===== src/efst_pkg.sv =====
// Constants, types and helper functions for the encoder framing and homing core.
// Assumes one clock domain; all sample and byte strobes arrive from pins.

package efst_pkg;

    // ------------------------------------------------------------
    // Frame and word geometry
    // ------------------------------------------------------------
    localparam int unsigned FRAME_SAMPLES = 160;
    localparam int unsigned SAMP_BITS     = 13;
    localparam int unsigned WORD_BITS     = 16;
    localparam int unsigned LAW_BITS      = 8;
    localparam int unsigned COD_WORDS     = 76;
    localparam int unsigned PARAM_BITS    = 6;
    localparam int unsigned FIFO_DEPTH    = 8;
    localparam int unsigned FIFO_WIDTH    = WORD_BITS + 1;
    localparam int unsigned SCNT_W        = 8;
    localparam int unsigned BCNT_W        = 4;
    localparam int unsigned CCNT_W        = 7;
    localparam int unsigned LIN_RATE_KBPS = 104;

    // ------------------------------------------------------------
    // Values
    // ------------------------------------------------------------
    localparam logic [WORD_BITS-1:0]  HOME_WORD  = 16'h0008;
    localparam logic [WORD_BITS-1:0]  SIG_SEED   = 16'h5a3c; // Arbitrary seed
    localparam logic [WORD_BITS-1:0]  SIG_POLY   = 16'h1021;
    localparam logic [PARAM_BITS-1:0] DHF_BASE   = 6'h15;    // Arbitrary pattern base
    localparam logic [LAW_BITS-1:0]   ALAW_XOR   = 8'h55;
    localparam logic [SAMP_BITS:0]    MU_BIAS    = 14'h0084;
    localparam logic [SCNT_W-1:0]     LAST_SAMP  = 8'h9f;
    localparam logic [BCNT_W-1:0]     LAST_BIT   = 4'hc;
    localparam logic [CCNT_W-1:0]     LAST_WORD  = 7'h4b;

    typedef enum logic [0:0] {
        EFST_IDLE = 1'b0,
        EFST_EMIT = 1'b1
    } efst_state_t;

    // Signature step: shifts one 13-bit sample into a 16-bit CRC
    function automatic logic [WORD_BITS-1:0] efst_sig_step(input logic [WORD_BITS-1:0] sig,
                                                          input logic [SAMP_BITS-1:0] smp);
        logic [WORD_BITS-1:0] s;
        s = sig;
        for (int i = SAMP_BITS - 1; i >= 0; i--) begin
            s = (s[WORD_BITS-1] ^ smp[i]) ? ({s[WORD_BITS-2:0], 1'b0} ^ SIG_POLY) : {s[WORD_BITS-2:0], 1'b0};
        end
        return s;
    endfunction

    // Compressed byte to 13-bit two's complement linear
    function automatic logic [SAMP_BITS-1:0] efst_law_expand(input logic [LAW_BITS-1:0] b, input logic alaw);
        logic [LAW_BITS-1:0] v;
        logic [SAMP_BITS:0]  mag;
        logic                neg;
        v   = alaw ? (b ^ ALAW_XOR) : ~b;
        neg = alaw ? ~v[7] : v[7];
        if (alaw) begin
            mag = (v[6:4] == 3'h0) ? {9'h000, v[3:0], 1'b1} : ({8'h00, 1'b1, v[3:0], 1'b1} << (v[6:4] - 3'h1));
        end else begin
            mag = ((({8'h00, v[3:0], 1'b1} + (MU_BIAS >> 2)) << v[6:4]) - (MU_BIAS >> 2)) >> 1;
        end
        return neg ? SAMP_BITS'(-mag) : SAMP_BITS'(mag);
    endfunction

endpackage


===== src/efst_fifo_if.sv =====
// Valid/ready word channel between the core and its output FIFO.
// Assumes both ends share one clock.
`timescale 1ns/100ps

interface efst_fifo_if #(parameter int unsigned WIDTH = 17);
    logic             valid;
    logic             ready;
    logic [WIDTH-1:0] data;
    modport src (output valid, output data, input ready);
    modport snk (input valid, input data, output ready);
endinterface


===== src/efst_fifo.sv =====
// Flip-flop FIFO with valid and ready on both sides.
// Assumes DEPTH is a power of two and one clock domain.
`timescale 1ns/100ps

module efst_fifo #(
    parameter int unsigned WIDTH = 17,
    parameter int unsigned DEPTH = 8
) (
    input  wire logic   i_clock,
    input  wire logic   i_rst_b,
    input  wire logic   i_ce,
    efst_fifo_if.snk    wr,
    efst_fifo_if.src    rd
);
    localparam int unsigned AW = $clog2(DEPTH);

    logic [WIDTH-1:0] mem_q [DEPTH];
    logic [WIDTH-1:0] mem_d [DEPTH];
    logic [AW-1:0]    wptr_q, wptr_d;
    logic [AW-1:0]    rptr_q, rptr_d;
    logic [AW:0]      cnt_q, cnt_d;
    logic             push, pop;

    // ------------------------------------------------------------
    // Next state
    // ------------------------------------------------------------
    always_comb begin
        wr.ready = (cnt_q != (AW+1)'(DEPTH));
        rd.valid = (cnt_q != '0);
        rd.data  = mem_q[rptr_q];
        push     = wr.valid & wr.ready;
        pop      = rd.valid & rd.ready;
        mem_d    = mem_q;
        wptr_d   = wptr_q;
        rptr_d   = rptr_q;
        if (push) begin
            mem_d[wptr_q] = wr.data;
            wptr_d        = wptr_q + AW'(1);
        end
        if (pop) begin
            rptr_d = rptr_q + AW'(1);
        end
        cnt_d = cnt_q + (AW+1)'(push) - (AW+1)'(pop);
    end

    // ------------------------------------------------------------
    // Registers
    // ------------------------------------------------------------
    always_ff @(posedge i_clock) begin
        if (!i_rst_b) begin
            wptr_q <= '0;
            rptr_q <= '0;
            cnt_q  <= '0;
            for (int i = 0; i < DEPTH; i++) begin
                mem_q[i] <= '0;
            end
        end else if (i_ce) begin
            wptr_q <= wptr_d;
            rptr_q <= rptr_d;
            cnt_q  <= cnt_d;
            mem_q  <= mem_d;
        end
    end

endmodule // efst_fifo


===== src/efst_core.sv =====
// Encoder front end: sample framing, homing detection and coded frame output.
// Assumes serial linear bits or compressed bytes arrive from pins with strobes.
`timescale 1ns/100ps

module efst_core
    import efst_pkg::*;
(
    input  wire logic                 i_clock,
    input  wire logic                 i_rst_b,
    input  wire logic                 i_ce,
    input  wire logic                 i_law_mode,
    input  wire logic                 i_law_alaw,
    input  wire logic                 i_lin_bit,
    input  wire logic                 i_lin_strobe,
    input  wire logic [LAW_BITS-1:0]  i_law_byte,
    input  wire logic                 i_law_strobe,
    input  wire logic                 i_cod_ready,
    output logic      [WORD_BITS-1:0] o_cod_word,
    output logic                      o_cod_first,
    output logic                      o_cod_valid,
    output logic                      o_home_seen,
    output logic                      o_overrun
);
    localparam int unsigned PIN_W = LAW_BITS + 5;

    // ------------------------------------------------------------
    // Declarations
    // ------------------------------------------------------------
    logic [PIN_W-1:0]     sync1_q, sync1_d;
    logic [PIN_W-1:0]     sync2_q, sync2_d;
    logic                 lstb_q, lstb_d;
    logic                 bstb_q, bstb_d;
    logic [SAMP_BITS-2:0] shreg_q, shreg_d;
    logic [BCNT_W-1:0]    bcnt_q, bcnt_d;
    logic [SCNT_W-1:0]    scnt_q, scnt_d;
    logic                 all_home_q, all_home_d;
    logic                 prev_home_q, prev_home_d;
    logic [WORD_BITS-1:0] sig_q, sig_d;
    logic [WORD_BITS-1:0] cod_sig_q, cod_sig_d;
    logic                 dhf_sel_q, dhf_sel_d;
    logic [CCNT_W-1:0]    cidx_q, cidx_d;
    efst_state_t          st_q, st_d;
    logic                 home_seen_q, home_seen_d;
    logic                 overrun_q, overrun_d;

    logic                 p_mode, p_alaw, p_bit, p_lstb, p_bstb;
    logic [LAW_BITS-1:0]  p_byte;
    logic                 samp_done;
    logic [SAMP_BITS-1:0] sample;
    logic [WORD_BITS-1:0] lin_word;
    logic                 is_home;
    logic                 home_now;
    logic                 frame_end;
    logic [WORD_BITS-1:0] sig_next;
    logic [WORD_BITS-1:0] emit_word;
    logic [WORD_BITS-1:0] cod_step;

    efst_fifo_if #(.WIDTH(FIFO_WIDTH)) fin ();
    efst_fifo_if #(.WIDTH(FIFO_WIDTH)) fout ();

    // ------------------------------------------------------------
    // Pin synchronisers
    // ------------------------------------------------------------
    always_comb begin
        sync1_d = {i_law_mode, i_law_alaw, i_lin_bit, i_lin_strobe, i_law_strobe, i_law_byte};
        sync2_d = sync1_q;
        {p_mode, p_alaw, p_bit, p_lstb, p_bstb, p_byte} = sync2_q;
        lstb_d  = p_lstb;
        bstb_d  = p_bstb;
    end

    // ------------------------------------------------------------
    // Sample assembly
    // ------------------------------------------------------------
    always_comb begin
        samp_done = 1'b0;
        sample    = '0;
        shreg_d   = shreg_q;
        bcnt_d    = bcnt_q;
        if (p_mode) begin
            bcnt_d = '0;
            if (p_bstb && !bstb_q) begin
                samp_done = 1'b1;
                sample    = efst_law_expand(p_byte, p_alaw);
            end
        end else if (p_lstb && !lstb_q) begin
            shreg_d = {shreg_q[SAMP_BITS-3:0], p_bit};
            if (bcnt_q == LAST_BIT) begin
                samp_done = 1'b1;
                sample    = {shreg_q, p_bit};
                bcnt_d    = '0;
            end else begin
                bcnt_d = bcnt_q + BCNT_W'(1);
            end
        end
        lin_word = {sample, 3'b000};
        is_home  = (lin_word == HOME_WORD);
    end

    // ------------------------------------------------------------
    // Framing, homing and coding
    // ------------------------------------------------------------
    always_comb begin
        scnt_d      = scnt_q;
        all_home_d  = all_home_q;
        prev_home_d = prev_home_q;
        sig_d       = sig_q;
        cod_sig_d   = cod_sig_q;
        dhf_sel_d   = dhf_sel_q;
        cidx_d      = cidx_q;
        st_d        = st_q;
        home_seen_d = 1'b0;
        overrun_d   = overrun_q;
        sig_next    = efst_sig_step(sig_q, sample);
        home_now    = ((scnt_q == '0) | all_home_q) & is_home;
        frame_end   = samp_done && (scnt_q == LAST_SAMP);
        emit_word   = '0;
        cod_step    = efst_sig_step(cod_sig_q, SAMP_BITS'(cidx_q));
        fin.valid   = 1'b0;
        fin.data    = '0;

        if (samp_done) begin
            all_home_d = home_now;
            sig_d      = sig_next;
            scnt_d     = scnt_q + SCNT_W'(1);
        end
        if (frame_end) begin
            scnt_d      = '0;
            prev_home_d = home_now;
            home_seen_d = home_now;
            if (home_now) begin
                sig_d = SIG_SEED;
            end
            if (st_q == EFST_EMIT) begin
                overrun_d = 1'b1;
            end else begin
                st_d      = EFST_EMIT;
                cidx_d    = '0;
                cod_sig_d = sig_next;
                dhf_sel_d = home_now & prev_home_q;
            end
        end

        case (st_q)
            EFST_IDLE: begin
                emit_word = '0;
            end
            EFST_EMIT: begin
                if (dhf_sel_q) begin
                    emit_word = {{(WORD_BITS-PARAM_BITS){1'b0}}, DHF_BASE ^ PARAM_BITS'(cidx_q)};
                end else begin
                    emit_word = {{(WORD_BITS-PARAM_BITS){1'b0}}, cod_step[PARAM_BITS-1:0]};
                end
                fin.valid = 1'b1;
                fin.data  = {(cidx_q == '0), emit_word};
                if (fin.ready) begin
                    cidx_d = cidx_q + CCNT_W'(1);
                    if (cidx_q == LAST_WORD) begin
                        st_d = EFST_IDLE;
                    end
                end
            end
            default: begin
                st_d = EFST_IDLE;
            end
        endcase
    end

    // ------------------------------------------------------------
    // Registers
    // ------------------------------------------------------------
    always_ff @(posedge i_clock) begin
        if (!i_rst_b) begin
            sync1_q     <= '0;
            sync2_q     <= '0;
            lstb_q      <= 1'b0;
            bstb_q      <= 1'b0;
            shreg_q     <= '0;
            bcnt_q      <= '0;
            scnt_q      <= '0;
            all_home_q  <= 1'b0;
            prev_home_q <= 1'b0;
            sig_q       <= SIG_SEED;
            cod_sig_q   <= '0;
            dhf_sel_q   <= 1'b0;
            cidx_q      <= '0;
            st_q        <= EFST_IDLE;
            home_seen_q <= 1'b0;
            overrun_q   <= 1'b0;
        end else if (i_ce) begin
            sync1_q     <= sync1_d;
            sync2_q     <= sync2_d;
            lstb_q      <= lstb_d;
            bstb_q      <= bstb_d;
            shreg_q     <= shreg_d;
            bcnt_q      <= bcnt_d;
            scnt_q      <= scnt_d;
            all_home_q  <= all_home_d;
            prev_home_q <= prev_home_d;
            sig_q       <= sig_d;
            cod_sig_q   <= cod_sig_d;
            dhf_sel_q   <= dhf_sel_d;
            cidx_q      <= cidx_d;
            st_q        <= st_d;
            home_seen_q <= home_seen_d;
            overrun_q   <= overrun_d;
        end
    end

    // ------------------------------------------------------------
    // Output FIFO
    // ------------------------------------------------------------
    efst_fifo #(
        .WIDTH (FIFO_WIDTH),
        .DEPTH (FIFO_DEPTH)
    ) u_fifo (
        .i_clock (i_clock),
        .i_rst_b (i_rst_b),
        .i_ce    (i_ce),
        .wr      (fin.snk),
        .rd      (fout.src)
    );

    assign fout.ready  = i_cod_ready & i_ce;
    assign o_cod_valid = fout.valid;
    assign o_cod_first = fout.data[WORD_BITS];
    assign o_cod_word  = fout.data[WORD_BITS-1:0];
    assign o_home_seen = home_seen_q;
    assign o_overrun   = overrun_q;

    // ------------------------------------------------------------
    // Checks
    // ------------------------------------------------------------
    chk_home_word_value: assert property (@(posedge i_clock) disable iff (!i_rst_b)
        (i_ce && samp_done && sample == SAMP_BITS'(1)) |-> is_home)
        else $error("Sample of value one not taken as homing word");

    chk_dhf_on_second: assert property (@(posedge i_clock) disable iff (!i_rst_b)
        (i_ce && frame_end && home_now && prev_home_q && st_q == EFST_IDLE)
        |=> (st_q == EFST_EMIT && dhf_sel_q && cidx_q == '0))
        else $error("Second homing frame did not start decoder homing output");

    chk_home_state_reset: assert property (@(posedge i_clock) disable iff (!i_rst_b)
        (i_ce && frame_end && home_now) |=> (sig_q == SIG_SEED && scnt_q == '0))
        else $error("Homing frame did not restore home state");

    chk_sig_carried: assert property (@(posedge i_clock) disable iff (!i_rst_b)
        (i_ce && frame_end && !home_now && st_q == EFST_IDLE) |=> (cod_sig_q == $past(sig_next) && !dhf_sel_q))
        else $error("Coded frame not tied to frame content");

    chk_left_justify: assert property (@(posedge i_clock) disable iff (!i_rst_b)
        samp_done |-> (lin_word[2:0] == 3'b000 && lin_word[WORD_BITS-1:3] == sample))
        else $error("Linear word not left justified");

    chk_right_justify: assert property (@(posedge i_clock) disable iff (!i_rst_b)
        o_cod_valid |-> (o_cod_word[WORD_BITS-1:PARAM_BITS] == '0))
        else $error("Coded word not right justified");

    chk_law_byte_sample: assert property (@(posedge i_clock) disable iff (!i_rst_b)
        (i_ce && p_mode && p_bstb && !bstb_q) |-> (samp_done && bcnt_d == '0))
        else $error("Compressed byte did not yield one sample");

    chk_bit_count_wrap: assert property (@(posedge i_clock) disable iff (!i_rst_b)
        (i_ce && samp_done && !p_mode) |-> ($past(bcnt_q) <= LAST_BIT && bcnt_q == LAST_BIT ##1 bcnt_q == '0))
        else $error("Linear sample not closed after 13 bits");

endmodule // efst_core


===== config.mk =====
export PLATFORM = sky130hd
export DESIGN_NAME = efst_core
export DESIGN_NICKNAME = d
export VERILOG_FILES = /design/src/efst_pkg.sv /design/src/efst_fifo_if.sv /design/src/efst_fifo.sv /design/src/efst_core.sv
export SDC_FILE = /design/constraint.sdc
export NUM_CORES = 1
export LEC_CHECK = 0
export BUFFER_PORTS_ARGS = -buffer_cell sky130_fd_sc_hd__buf_2
export CELL_PAD_IN_SITES_DETAIL_PLACEMENT = 1
export CELL_PAD_IN_SITES_GLOBAL_PLACEMENT = 1
export CORE_MARGIN = 2
export CORE_UTILIZATION = 50
export CTS_CLUSTER_DIAMETER = 80
export DETAILED_ROUTE_END_ITERATION = 10
export GPL_TIMING_DRIVEN = 0
export PLACE_DENSITY_LB_ADDON = 0.3
export SYNTH_ARGS = -nofsm -noshare
export SYNTH_HDL_FRONTEND = slang
export SYNTH_HIERARCHICAL = 1
export SYNTH_SLANG_ARGS = --single-unit

===== constraint.sdc =====
create_clock -name i_clock -period 7 [get_ports i_clock]
set_input_delay 0.35 -clock i_clock [delete_from_list [all_inputs] [get_ports i_clock]]
set_output_delay 0.35 -clock i_clock [all_outputs]
set_load 0.01 [all_outputs]

# Word-level counts from Yosys, hierarchy flattened
# Index checks and enable logic that the tools add are counted.
dict set report word_totals {
  inputBits 17
  wordCells 196
  regBits 243
  out_inout_bits 20
}
dict set report classes {
  n_eq_ne 5
  n_mux 67
  shift 2
  add_sub_neg 11
  n_reduce_logical 21
  bitwise 60
  magnitude_cmp 3
}
# operator count
set ops {}
lappend ops {{13-bit two-way mux} 31}
lappend ops {{136-bit bitwise mux} 1}
lappend ops {{3-bit inverter} 23}
lappend ops {{17-bit two-way mux} 4}
lappend ops {{17-bit binary-select mux with 3-bit select} 1}
lappend ops {{17-bit demux with 3-bit select} 1}
lappend ops {{16-bit two-way mux} 3}
lappend ops {{7-bit two-way mux} 4}
lappend ops {{8-bit two-way mux} 3}
lappend ops {{1-bit XOR} 20}
lappend ops {{1-bit two-way mux} 14}
lappend ops {{7-bit by 3-bit << shifter with 14-bit output} 1}
lappend ops {{14-bit by 6-bit subtractor with 14-bit output, second input constant} 1}
lappend ops {{13-bit by 1-bit equality test with 1-bit output, second input constant} 1}
lappend ops {{13-bit negation} 1}
lappend ops {{6-bit by 3-bit << shifter with 13-bit output} 1}
lappend ops {{4-bit two-way mux} 3}
lappend ops {{6-bit two-way mux} 2}
lappend ops {{2-bit AND reduction} 6}
lappend ops {{3-bit AND reduction} 3}
lappend ops {{8-bit by 1-bit adder with 8-bit output, second input constant} 1}
lappend ops {{8-bit equality test, second input constant} 1}
lappend ops {{4-bit >= comparator, second input constant} 2}
lappend ops {{8-bit logical NOT} 1}
lappend ops {{25 further kinds} 40}

# Depth between registers and ports, before layout
# Gate-level depths: netlist of run 1.
dict set report logic_depth {
  ltp_word 41
  mapped_depth 20
  mapped_depth_nobuf 18
}

# By module
# Netlist of run 1, hierarchy kept.
# mod n_inst seq_area_each_um2 area_per_inst_um2 cells_per_inst
set by_module_without_submodules {}
lappend by_module_without_submodules {efst_core 1 1881.8 7039.3 894}
lappend by_module_without_submodules {efst_fifo 1 2922.8 6673.9 603}

# Worst setup path after synthesis of run 1
# Ideal clock, no wire load.
dict set report synth_timing {
  path_type {register -> register}
  startpoint {register sync2_q[6]}
  endpoint {register cod_sig_q[6]}
  t_arrival_ns 4.742
  synth_period_minus_slack_ns 4.828
  stages_incl_launch_ff 19
  n_path_buf 5
  t_required_ns 6.914
  setup_time_ns 0.086
  path_slack_ns 2.172
  path_cell_list {dfxtp_1 > buf_2 > buf_2 > buf_2 > clkbuf_1 > buf_1 > nand3_1 > ha_1 > xor2_1 > a2111oi_2 > o2111a_1 > and4_1 > nand3_2 > mux4_2 > a2111oi_4 > xnor3_1 > xor2_1 > xnor2_1 > a211oi_1}
}
dict set report synth_between {
  elab_chain_cells 25
  word_cells_on_any_way 37
  cone_classes {3 x add/sub; 2 x shift; 21 x mux; 10 x bitwise; 1 x reduce/logical}
}
# element line_no
set synth_lines {}
lappend synth_lines {{from (decl)} efst_core.sv:30} ;# logic [PIN_W-1:0] sync2_q, sync2_d;
lappend synth_lines {{from (signal assigned)} efst_core.sv:192} ;# sync2_q <= sync2_d;
lappend synth_lines {{8-bit inverter / 4-bit inverter (equally long branches)} -}
lappend synth_lines {{8-bit two-way mux *} efst_pkg.sv:56} ;# v = alaw ? (b ^ ALAW_XOR) : ~b;
lappend synth_lines {{branches (longest 3 deep; another with 14-bit by 6-bit subtractor with 14-bit output)} -}
lappend synth_lines {{13-bit two-way mux *} efst_pkg.sv:58} ;# if (alaw) begin
lappend synth_lines {{13-bit two-way mux *} efst_core.sv:82} ;# if (p_bstb && !bstb_q) begin
lappend synth_lines {{13-bit two-way mux *} efst_core.sv:80} ;# if (p_mode) begin
lappend synth_lines {{13-bit negation} efst_pkg.sv:63} ;# return neg ? SAMP_BITS'(-mag) : SAMP_BITS'(mag);
lappend synth_lines {{13-bit two-way mux *} efst_pkg.sv:63}
lappend synth_lines {{13-bit two-way mux *} efst_core.sv:82}
lappend synth_lines {{13-bit two-way mux *} efst_core.sv:80}
lappend synth_lines {{1-bit XOR} efst_pkg.sv:46} ;# s = (s[WORD_BITS-1] ^ smp[i]) ? ({s[WORD_BITS-2:0], 1'b0} ^ SIG_POLY) : {s[WORD_BITS-2:0], 1'b0};
lappend synth_lines {{13-bit two-way mux (7 in a row)} efst_pkg.sv:46}
lappend synth_lines {{3-bit inverter (no line)} -}
lappend synth_lines {{13-bit two-way mux} efst_pkg.sv:46}
lappend synth_lines {{1-bit XOR} efst_pkg.sv:46}
lappend synth_lines {{13-bit two-way mux * (2 in a row)} efst_pkg.sv:46}
lappend synth_lines {{to (signal assigned)} efst_core.sv:201} ;# cod_sig_q <= cod_sig_d;
lappend synth_lines {{to (decl)} efst_core.sv:39} ;# logic [WORD_BITS-1:0] cod_sig_q, cod_sig_d;
# Every way passes the cells marked *. The select of a mux whose other input is x is not followed.
# A chain may end at the register's enable or synchronous reset.

# Final worst setup path of run 1
# Same ends and word-level chain as after synthesis.

==> results.md, run 1 <==
- In this run, post-CTS repair resized a total of 0 instances.
- After the flow finishes, the layout carries non-filler instances totaling between 1,500 and 2,000.
- Clock skew on the completed layout was measured at 12.2 ps.
- The clock latency of the later-clocked register in the worst-skew pair is 550 ps.
- The total power divided by cell area is 205 nW/um2.
- The tightest hold path in the finished design has a slack of 46.0 ps.
- The number of synthesized flops with an enable pin is 0.
- The clock passes through at most 3 buffers.
- The synthesized netlist contains 99 unique library cells.
- Across all layers, the routed design uses 11,778 vias.
- The total of warnings raised by yosys is 6.
- The post-detailed-route count of antenna-violating nets is 0.
- The maximum clock frequency is ~0.16 GHz.
- The post-layout net count is 1,609.
- STA classifies the critical path endpoint as a flip-flop.
- The worst register-to-register path ends at cod_sig_q[6].
- The number of placement rows is 60.
- The number of global-route vias before repair is 12,260.
- The type of the tightest min-delay check is input pin to flip-flop.
- In this run the number of H-tree levels came out at 1.
- The number of antenna diodes in the final layout is 0.
- Counting instances, the worst hold path has a depth of 3.
- Of the cells placed in the final design, the portion with a size suffix greater than 1 is 12.8%.
- In this run the count of I/O pins placed on the die edge is 37.
- The routed wirelength normalized by instance count is between 20 and 25 um.
- After detailed routing, the number of vias per cell comes to 6.09.
- The final critical-path share of the clock period is 90.3%.
- The number of endpoints failing setup at the final stage is 0.
- The most common cell after layout, fill and taps aside is nand2_1.
- The static leakage is roughly 5.5 nW.
- The instance count after placement with tap cells included is 1,883.
- The most critical setup path has its startpoint at sync2_q[6].
- The startpoint-to-endpoint class of the critical path is flip-flop to flip-flop.
- The top cell types in the final layout, fill and taps aside, are nand2_1, dfxtp_1, mux2i_1.
- The number of max-slew violations in the final report is 0.
- The first global-routing pass estimated 65,300 um of wire.
- The die footprint is 28,800 um2.
- Across the run, the number of max-cap violations was 0.
- Summing every instance area after synthesis gives 13,700 um2.
- Global routing consumed, over all layers together, 28.2% of the routing resources.
- The hold violation count in the final report is 0.
- The number of iterations in the first detailed-routing pass is 5.
- The flow ran to the end, and the final reports show no timing, DRC or antenna violations.
- The number of design rule violations left after detail routing is 0.
- The number of violations reported at the end of detailed-routing iteration 0 is about 700.
- The startpoint identified for the worst register-to-register timing path is sync2_q[6].
- The post-detailed-routing wire length is roughly 40,000 um.
- Setup repair after global routing left no endpoint under its margin.
- Counting the buffers created by CTS gives 27.
- Once the floorplan was initialized, standard cells occupied 50.9% of the core.
- The hold-fix buffer count after cts is 0.
- For this design, the sink count on the clock tree is between 200 and 250.
- The post-CTS setup repair buffer count is 0.
- The sum of overflow across all layers after global routing is 0.
- From synthesis to final layout, the design area changed by 11.1%.
- The worst setup path is launched from a flip-flop.
- Input and output buffers added on the ports amount to 36.
- The flip-flop and latch count after synthesis is 240.
- The count of mapped cells out of synthesis is between 1,000 and 1,500.
- For the worst setup path, the data arrival time is 6780 ps.
- The proportion of synthesized flip-flops having asynchronous set or reset is 0%.
- At the pin with the least slew margin, the transition time is 1010 ps.
- The clock-pin slew on the worst setup and hold paths is 60 ps.
- The half-perimeter wire length after detailed placement is about 29,000 um.
- The accumulated negative setup slack is 0 ps.
- The global placement routability congestion is 0.899.
- Data on the critical path is required at its endpoint by around 7500 ps.
- The die is 170 um tall.
- Dividing the synthesized area by the synthesized cell count gives 9.16 um2.
- The chip width is 170 um.
- The most used flip-flop cell after synthesis is dfxtp_1.
- Measured against its own limit, the worst slew margin works out to 32.8%.
- The initial antenna violation count is 0.
- VDD sags by at most about 0.00017 V.
- The startpoint identified for the worst hold timing path is i_law_byte[3].
- The share of the yosys chip area belonging to registers is 35.0%.
- Entering global routing, the biggest net connects 15 pins.
- The core region is 27,000 um2.
- For hold timing, the worst endpoint is sync1_q[3].
- The final core area utilization is 56.5%.
- The tree is rooted in a clkbuf_16.
- TritonCTS built the clock tree.
- The count of fill cells added during filler insertion is around 3,100.
- The flop-to-flop setup slack is 680 ps.
- In this run the worst path has a maximum fanout of 10.
- Subtracting the final worst setup slack from the clock period gives 6320 ps.
- The depth of the worst register-to-register path is 18.
## state kept, by name, summed over array words and instances (netlist names)
signal         cells
u_fifo/mem_q     136
sig_q             16
cod_sig_q         13
sync1_q           13
sync2_q           13
shreg_q           12
scnt_q             8
cidx_q             7
bcnt_q             4
u_fifo/cnt_q       4
u_fifo/rptr_q      3
u_fifo/wptr_q      3
all_home_q         1
bstb_q             1
dhf_sel_q          1
lstb_q             1
o_home_seen        1
o_overrun          1
prev_home_q        1
st_q               1
## power breakdown
part	total, mW	switching, mW	leakage (nW)	internal, mW
combinational	0.343	0.227	3.13	0.116
sequential	1.38	0.00811	1.94	1.38
clock	1.40	0.582	0.439	0.817
total	3.13	0.818	5.51	2.31
## how the worst max path moves through the flow
| stage | endpoint |
|---|---|
| 5_1_grt | cod_sig_q[6] |
| 2_1_floorplan | cod_sig_q[6] |
| 3_3_place_gp | cod_sig_q[6] |
| 3_5_place_dp | cod_sig_q[6] |
| 6_report | cod_sig_q[6] |
| 4_1_cts | cod_sig_q[6] |
## cell usage after synthesis, types with 6 or more instances
master	n	area (um2)
mux4_2	25	563
xor2_1	25	219
nor2_1	90	338
nor2b_1	8	50.1
o22a_1	7	61.3
buf_6	13	146
and2_1	15	93.8
inv_1	26	97.6
a211oi_1	13	97.6
nor4_1	8	50.1
o2111ai_1	7	61.3
o211ai_1	15	113
a22oi_1	8	60.1
buf_4	11	82.6
nand2_1	253	950
dfxtp_1	240	4800
a21oi_1	57	285
buf_2	20	100
o21a_1	8	60.1
o21ai_0	43	215
mux2_2	19	214
xnor2_1	48	420
a31oi_1	14	87.6
nand2b_1	12	75.1
mux4_1	10	263
mux2i_1	175	1750
nand3_1	56	280
ha_1	20	250
or3_1	12	75.1
clkbuf_1	52	195
and3_1	14	87.6
nor3_1	22	110
nand4_1	11	68.8
xnor3_1	6	135
## worst max-delay path: stages (launching register included)
cell and delay [ps]:
dfxtp_1 300, buf_2 180, buf_2 260, buf_2 300
clkbuf_1 430, buf_1 500, nand3_1 140, ha_1 310
xor2_1 230, a2111oi_2 680, o2111a_1 300, and4_1 240
nand3_2 140, mux4_2 490, a2111oi_4 420, xnor3_1 550
xor2_1 330, xnor2_1 160, a211oi_1 250
## layout make-up
type / count / area (um2) / share of cell area, %
buffer: 105 / 603 / 3.96
clock buffer: 39 / 781 / 5.12
clock inverter: 11 / 105 / 0.690
inverter: 31 / 116 / 0.764
multi-input combinational: 1130 / 8220 / 54.0
sequential: 240 / 4800 / 31.5
tap: 341 / 427 / 2.80
timing repair buffer: 36 / 180 / 1.18
## per-layer routing
| metal | vias to the layer above | wire [um] | share of wire, % | global-route usage [%] |
|---|---|---|---|---|
| met1 | 5913 | 17600 | 44 | 36.0 |
| met4 | 0 | 1110 | 2.8 | 8.58 |
| li1 | 5519 | - | - | - |
| met3 | 72 | 1500 | 3.7 | 3.15 |
| met2 | 274 | 20000 | 50 | 50.2 |
| met5 | - | 0 | 0 | 0 |
## cells by family (layout without fill, tap and decap cells)
family / count (synthesis) / in the layout / share of synthesized area (%)
AOI/OAI and AO/OA: 247 / 247 / 12.8
xor gates and xnor gates: 82 / 82 / 6.00
adders and majority gates: 21 / 21 / 1.97
buffers and inverters: 136 / 222 / 5.25
DFF: 240 / 240 / 35.0
muxes: 231 / 231 / 20.6
other: 1 / 10 / 0.0273
and+or+nand+nor: 539 / 539 / 18.3
## per-stage QoR
| stage | worst slack (ps) | cell area (um2) | power, mW |
|---|---|---|---|
| after floorplan | 2170 | 13700 | 1.65 |
| after global placement | 1020 | 14400 | 1.73 |
| after detailed placement | 844 | 14400 | 1.74 |
| after CTS | 809 | 15200 | 3.14 |
| after global routing | 405 | 15200 | 3.25 |
| final | 679 | 15200 | 3.13 |
Power figures use the tool's default switching activity.
==> inputs of run 2 (changes only) <==
--- a/config.mk
+++ b/config.mk
@@ -13,6 +13,7 @@
 export CTS_CLUSTER_DIAMETER = 80
 export DETAILED_ROUTE_END_ITERATION = 10
 export GPL_TIMING_DRIVEN = 0
+export MAX_ROUTING_LAYER = met4
 export PLACE_DENSITY_LB_ADDON = 0.3
 export SYNTH_ARGS = -nofsm -noshare
 export SYNTH_HDL_FRONTEND = slang
==> run 2 against run 1 <==
Compared with the run above: worst hold slack worse by 0.64 ps; critical path depth unchanged; critical endpoint unchanged; sequential cell count unchanged; total power about the same; largest power group unchanged.
==> results.md, run 2 (synthesis gave the netlist of run 1 again) <==
- The flow ran to the end, and the final reports show no timing, DRC or antenna violations.
- The maximum clock path buffer count came to 3 (unchanged).
- The global placement routability congestion is 0.914 (+1.7%).
- The transition time at the pin with the least slew margin is 1030 ps (+26.8 ps).
- The maximum clock frequency is 0.159 GHz (+0.26%).
- The required time of the worst setup path is 7460 ps (about the same).
- The post-CTS setup repair buffer count is 0 (unchanged).
- The number of placement rows is 60 (unchanged).
- The most common cell after layout, fill and taps aside is nand2_1.
- The worst IR drop on VDD is 0.000169 V (+0.14%).
- The path class of the tightest hold or removal check is input pin to flip-flop.
- The number of top-level design ports was 37 (unchanged).
- In the final layout, the registers with the most flip-flops are u_fifo/mem_q x136, sig_q x16.
- The number of max-capacitance violations reported is 0 (unchanged).
- The number of antenna repair diodes is 0 (unchanged).
- The largest clock skew in the final design is 12.1 ps (-0.0723 ps).
- The maximum number of pins on one net before global-route repair is 15 (unchanged).
- The worst setup path is launched from a flip-flop.
- The timing startpoint of the critical path is sync2_q[6].
- The number of buffer cells added on primary ports was 36 (unchanged).
- The starting density of the core came to 50.9% (unchanged).
- The post-layout net count is 1,609 (unchanged).
- The critical path ends at cod_sig_q[6].
- The final critical delay including setup and external delays is 6300 ps (-16.5 ps).
- The static leakage came to 5.51 nW (unchanged).
- The initial antenna violation count was 0 (unchanged).
- The worst slew margin relative to its limit was 31.0% (-1.8 points).
- The hold violation count in the final report was 0 (unchanged).
- The fraction of layout instances using a drive strength above 1 came to 12.8% (unchanged).
- The total power divided by cell area was 205 nW/um2 (about the same).
- The flip-flop count of the largest register after layout was 136 (unchanged).
- The number of max-slew violations in the final report is 0 (unchanged).
- The first-pass GRT wire length is 65,300 um (about the same).
- The clock latency of the later-clocked register in the worst-skew pair is 550 ps (about the same).
- The sum of overflow across all layers after global routing was 0 (unchanged).
- The register with the highest flop count is u_fifo/mem_q.
- The post-detailed-route count of antenna-violating nets is 0 (unchanged).
- In this run the critical register-to-register path is launched from sync2_q[6].
- The height of the die is 170 um (unchanged).
- The area of the core came to 27,000 um2 (unchanged).
- The final critical-path share of the clock period is 90.1% (-0.24 points).
- The worst hold path begins at i_law_byte[3].
- The maximum fanout along the worst path is 10 (unchanged).
- Leaving out fill and tap cells, the most frequent cells in the layout are nand2_1, dfxtp_1, mux2i_1.
- Setup repair after global routing left no endpoint under its margin.
- The accumulated negative setup slack is 0 ps (unchanged).
- The number of violations reported at the end of detailed-routing iteration 0 came to 667 (-3.8%).
- The clock sink count came to 240 (unchanged).
- The half-perimeter wire length after detailed placement is 29,100 um (unchanged).
- The detail-routed via count per cell was 6.08 (-0.15%).
- The final setup slack of the worst path was 695 ps (+16.5 ps).
- The final core area utilization came to 56.5% (unchanged).
- The worst path arrival time came to 6770 ps (about the same).
- The cell chosen for the clock root is clkbuf_16.
- The global router's overall resource usage is 29.0% (+0.80 points).
- The worst setup slack before clock tree synthesis is 844 ps (unchanged).
- The critical path in this run is classified as flip-flop to flip-flop.
- The routed wirelength normalized by instance count came to 20.8 um (about the same).
- The kind of capture point of the worst setup path is a flip-flop.
- The number of vias in the routed layout is 11,760 (-0.15%).
- The number of buffers inserted during clock tree synthesis is 27 (unchanged).
- The post-detailed-routing wire length is 40,200 um (about the same).
- The CTS tree is yes.
- The endpoint of the most critical register-to-register path is cod_sig_q[6].
- The number of iterations in the first detailed-routing pass is 5 (unchanged).
- The number of global-route vias before repair is 12,300 (+0.33%).
- The depth of the worst register-to-register path was 18 (unchanged).
- The hold-fix buffer count after cts is 0 (unchanged).
- The smallest hold slack came to 45.3 ps (-0.636 ps).
- The clock-pin slew on the worst setup and hold paths is 60 ps (about the same).
- The count of instances resized after the clock tree is built is 0 (unchanged).
- The H-tree level count is 1 (unchanged).
- The layout overhead on the synthesized area is 11.1% (unchanged).
- The number of endpoints failing setup at the final stage is 0 (unchanged).
- The chip width is 170 um (unchanged).
- The number of design rule violations left after detail routing is 0 (unchanged).
- The die footprint is 28,800 um2 (unchanged).
- The flop-to-flop setup slack was 700 ps (+20 ps).
[run 2: worst min path at each step]
stage | to | slack [ps] | depth (start not counted)
6_report | sync1_q[3] | 50 | 3
5_1_grt | sync1_q[3] | 50 | 3
4_1_cts | sync1_q[5] | 40 | 3
3_5_place_dp | u_fifo/mem_q[67] | 440 | 2
3_3_place_gp | u_fifo/mem_q[40] | 440 | 2
2_1_floorplan | u_fifo/mem_q[118] | 430 | 2
[run 2: worst max-delay path, cell delays in order, from the launching register on]
cell and delay [ps]:
dfxtp_1 300, buf_2 180, buf_2 270, buf_2 300
clkbuf_1 420, buf_1 490, nand3_1 150, ha_1 300
xor2_1 230, a2111oi_2 660, o2111a_1 300, and4_1 240
nand3_2 150, mux4_2 500, a2111oi_4 430, xnor3_1 550
xor2_1 330, xnor2_1 170, a211oi_1 250
[run 2: final cells by class]
class	instances	area [um2]
fill	3142	11700
multi-input combinational	1130	8220
sequential	240	4800
clock buffer	39	781
buffer	105	603
tap	341	427
timing repair buffer	36	180
inverter	31	116
clock inverter	11	105
[run 2: layer usage]
metal  share of wire [%]  vias to the layer above  track usage (%)
li1                    -                     5520                -
met1                  44                     5880             35.9
met2                  50                      284             50.2
met3                 3.7                       76             3.17
met4                 2.8                        0             8.58
met5                   0                        -                -
[run 2: stage by stage]
stage | total power, mW | cell area (um2) | cells
finish | 3.13 | 15200 | 1933
detailed placement | 1.74 | 14400 | 1883
global route | 3.24 | 15200 | 1933
CTS | 3.14 | 15200 | 1933
global placement | 1.73 | 14400 | 1883
floorplan | 1.65 | 13700 | 1506
[run 2: power breakdown]
part           internal [mW]  total (mW)  leakage (nW)  switching (mW)
clock                  0.817        1.40         0.439           0.583
combinational          0.116       0.342          3.13           0.227
sequential              1.38        1.38          1.94         0.00808
total                   2.31        3.13          5.51           0.818
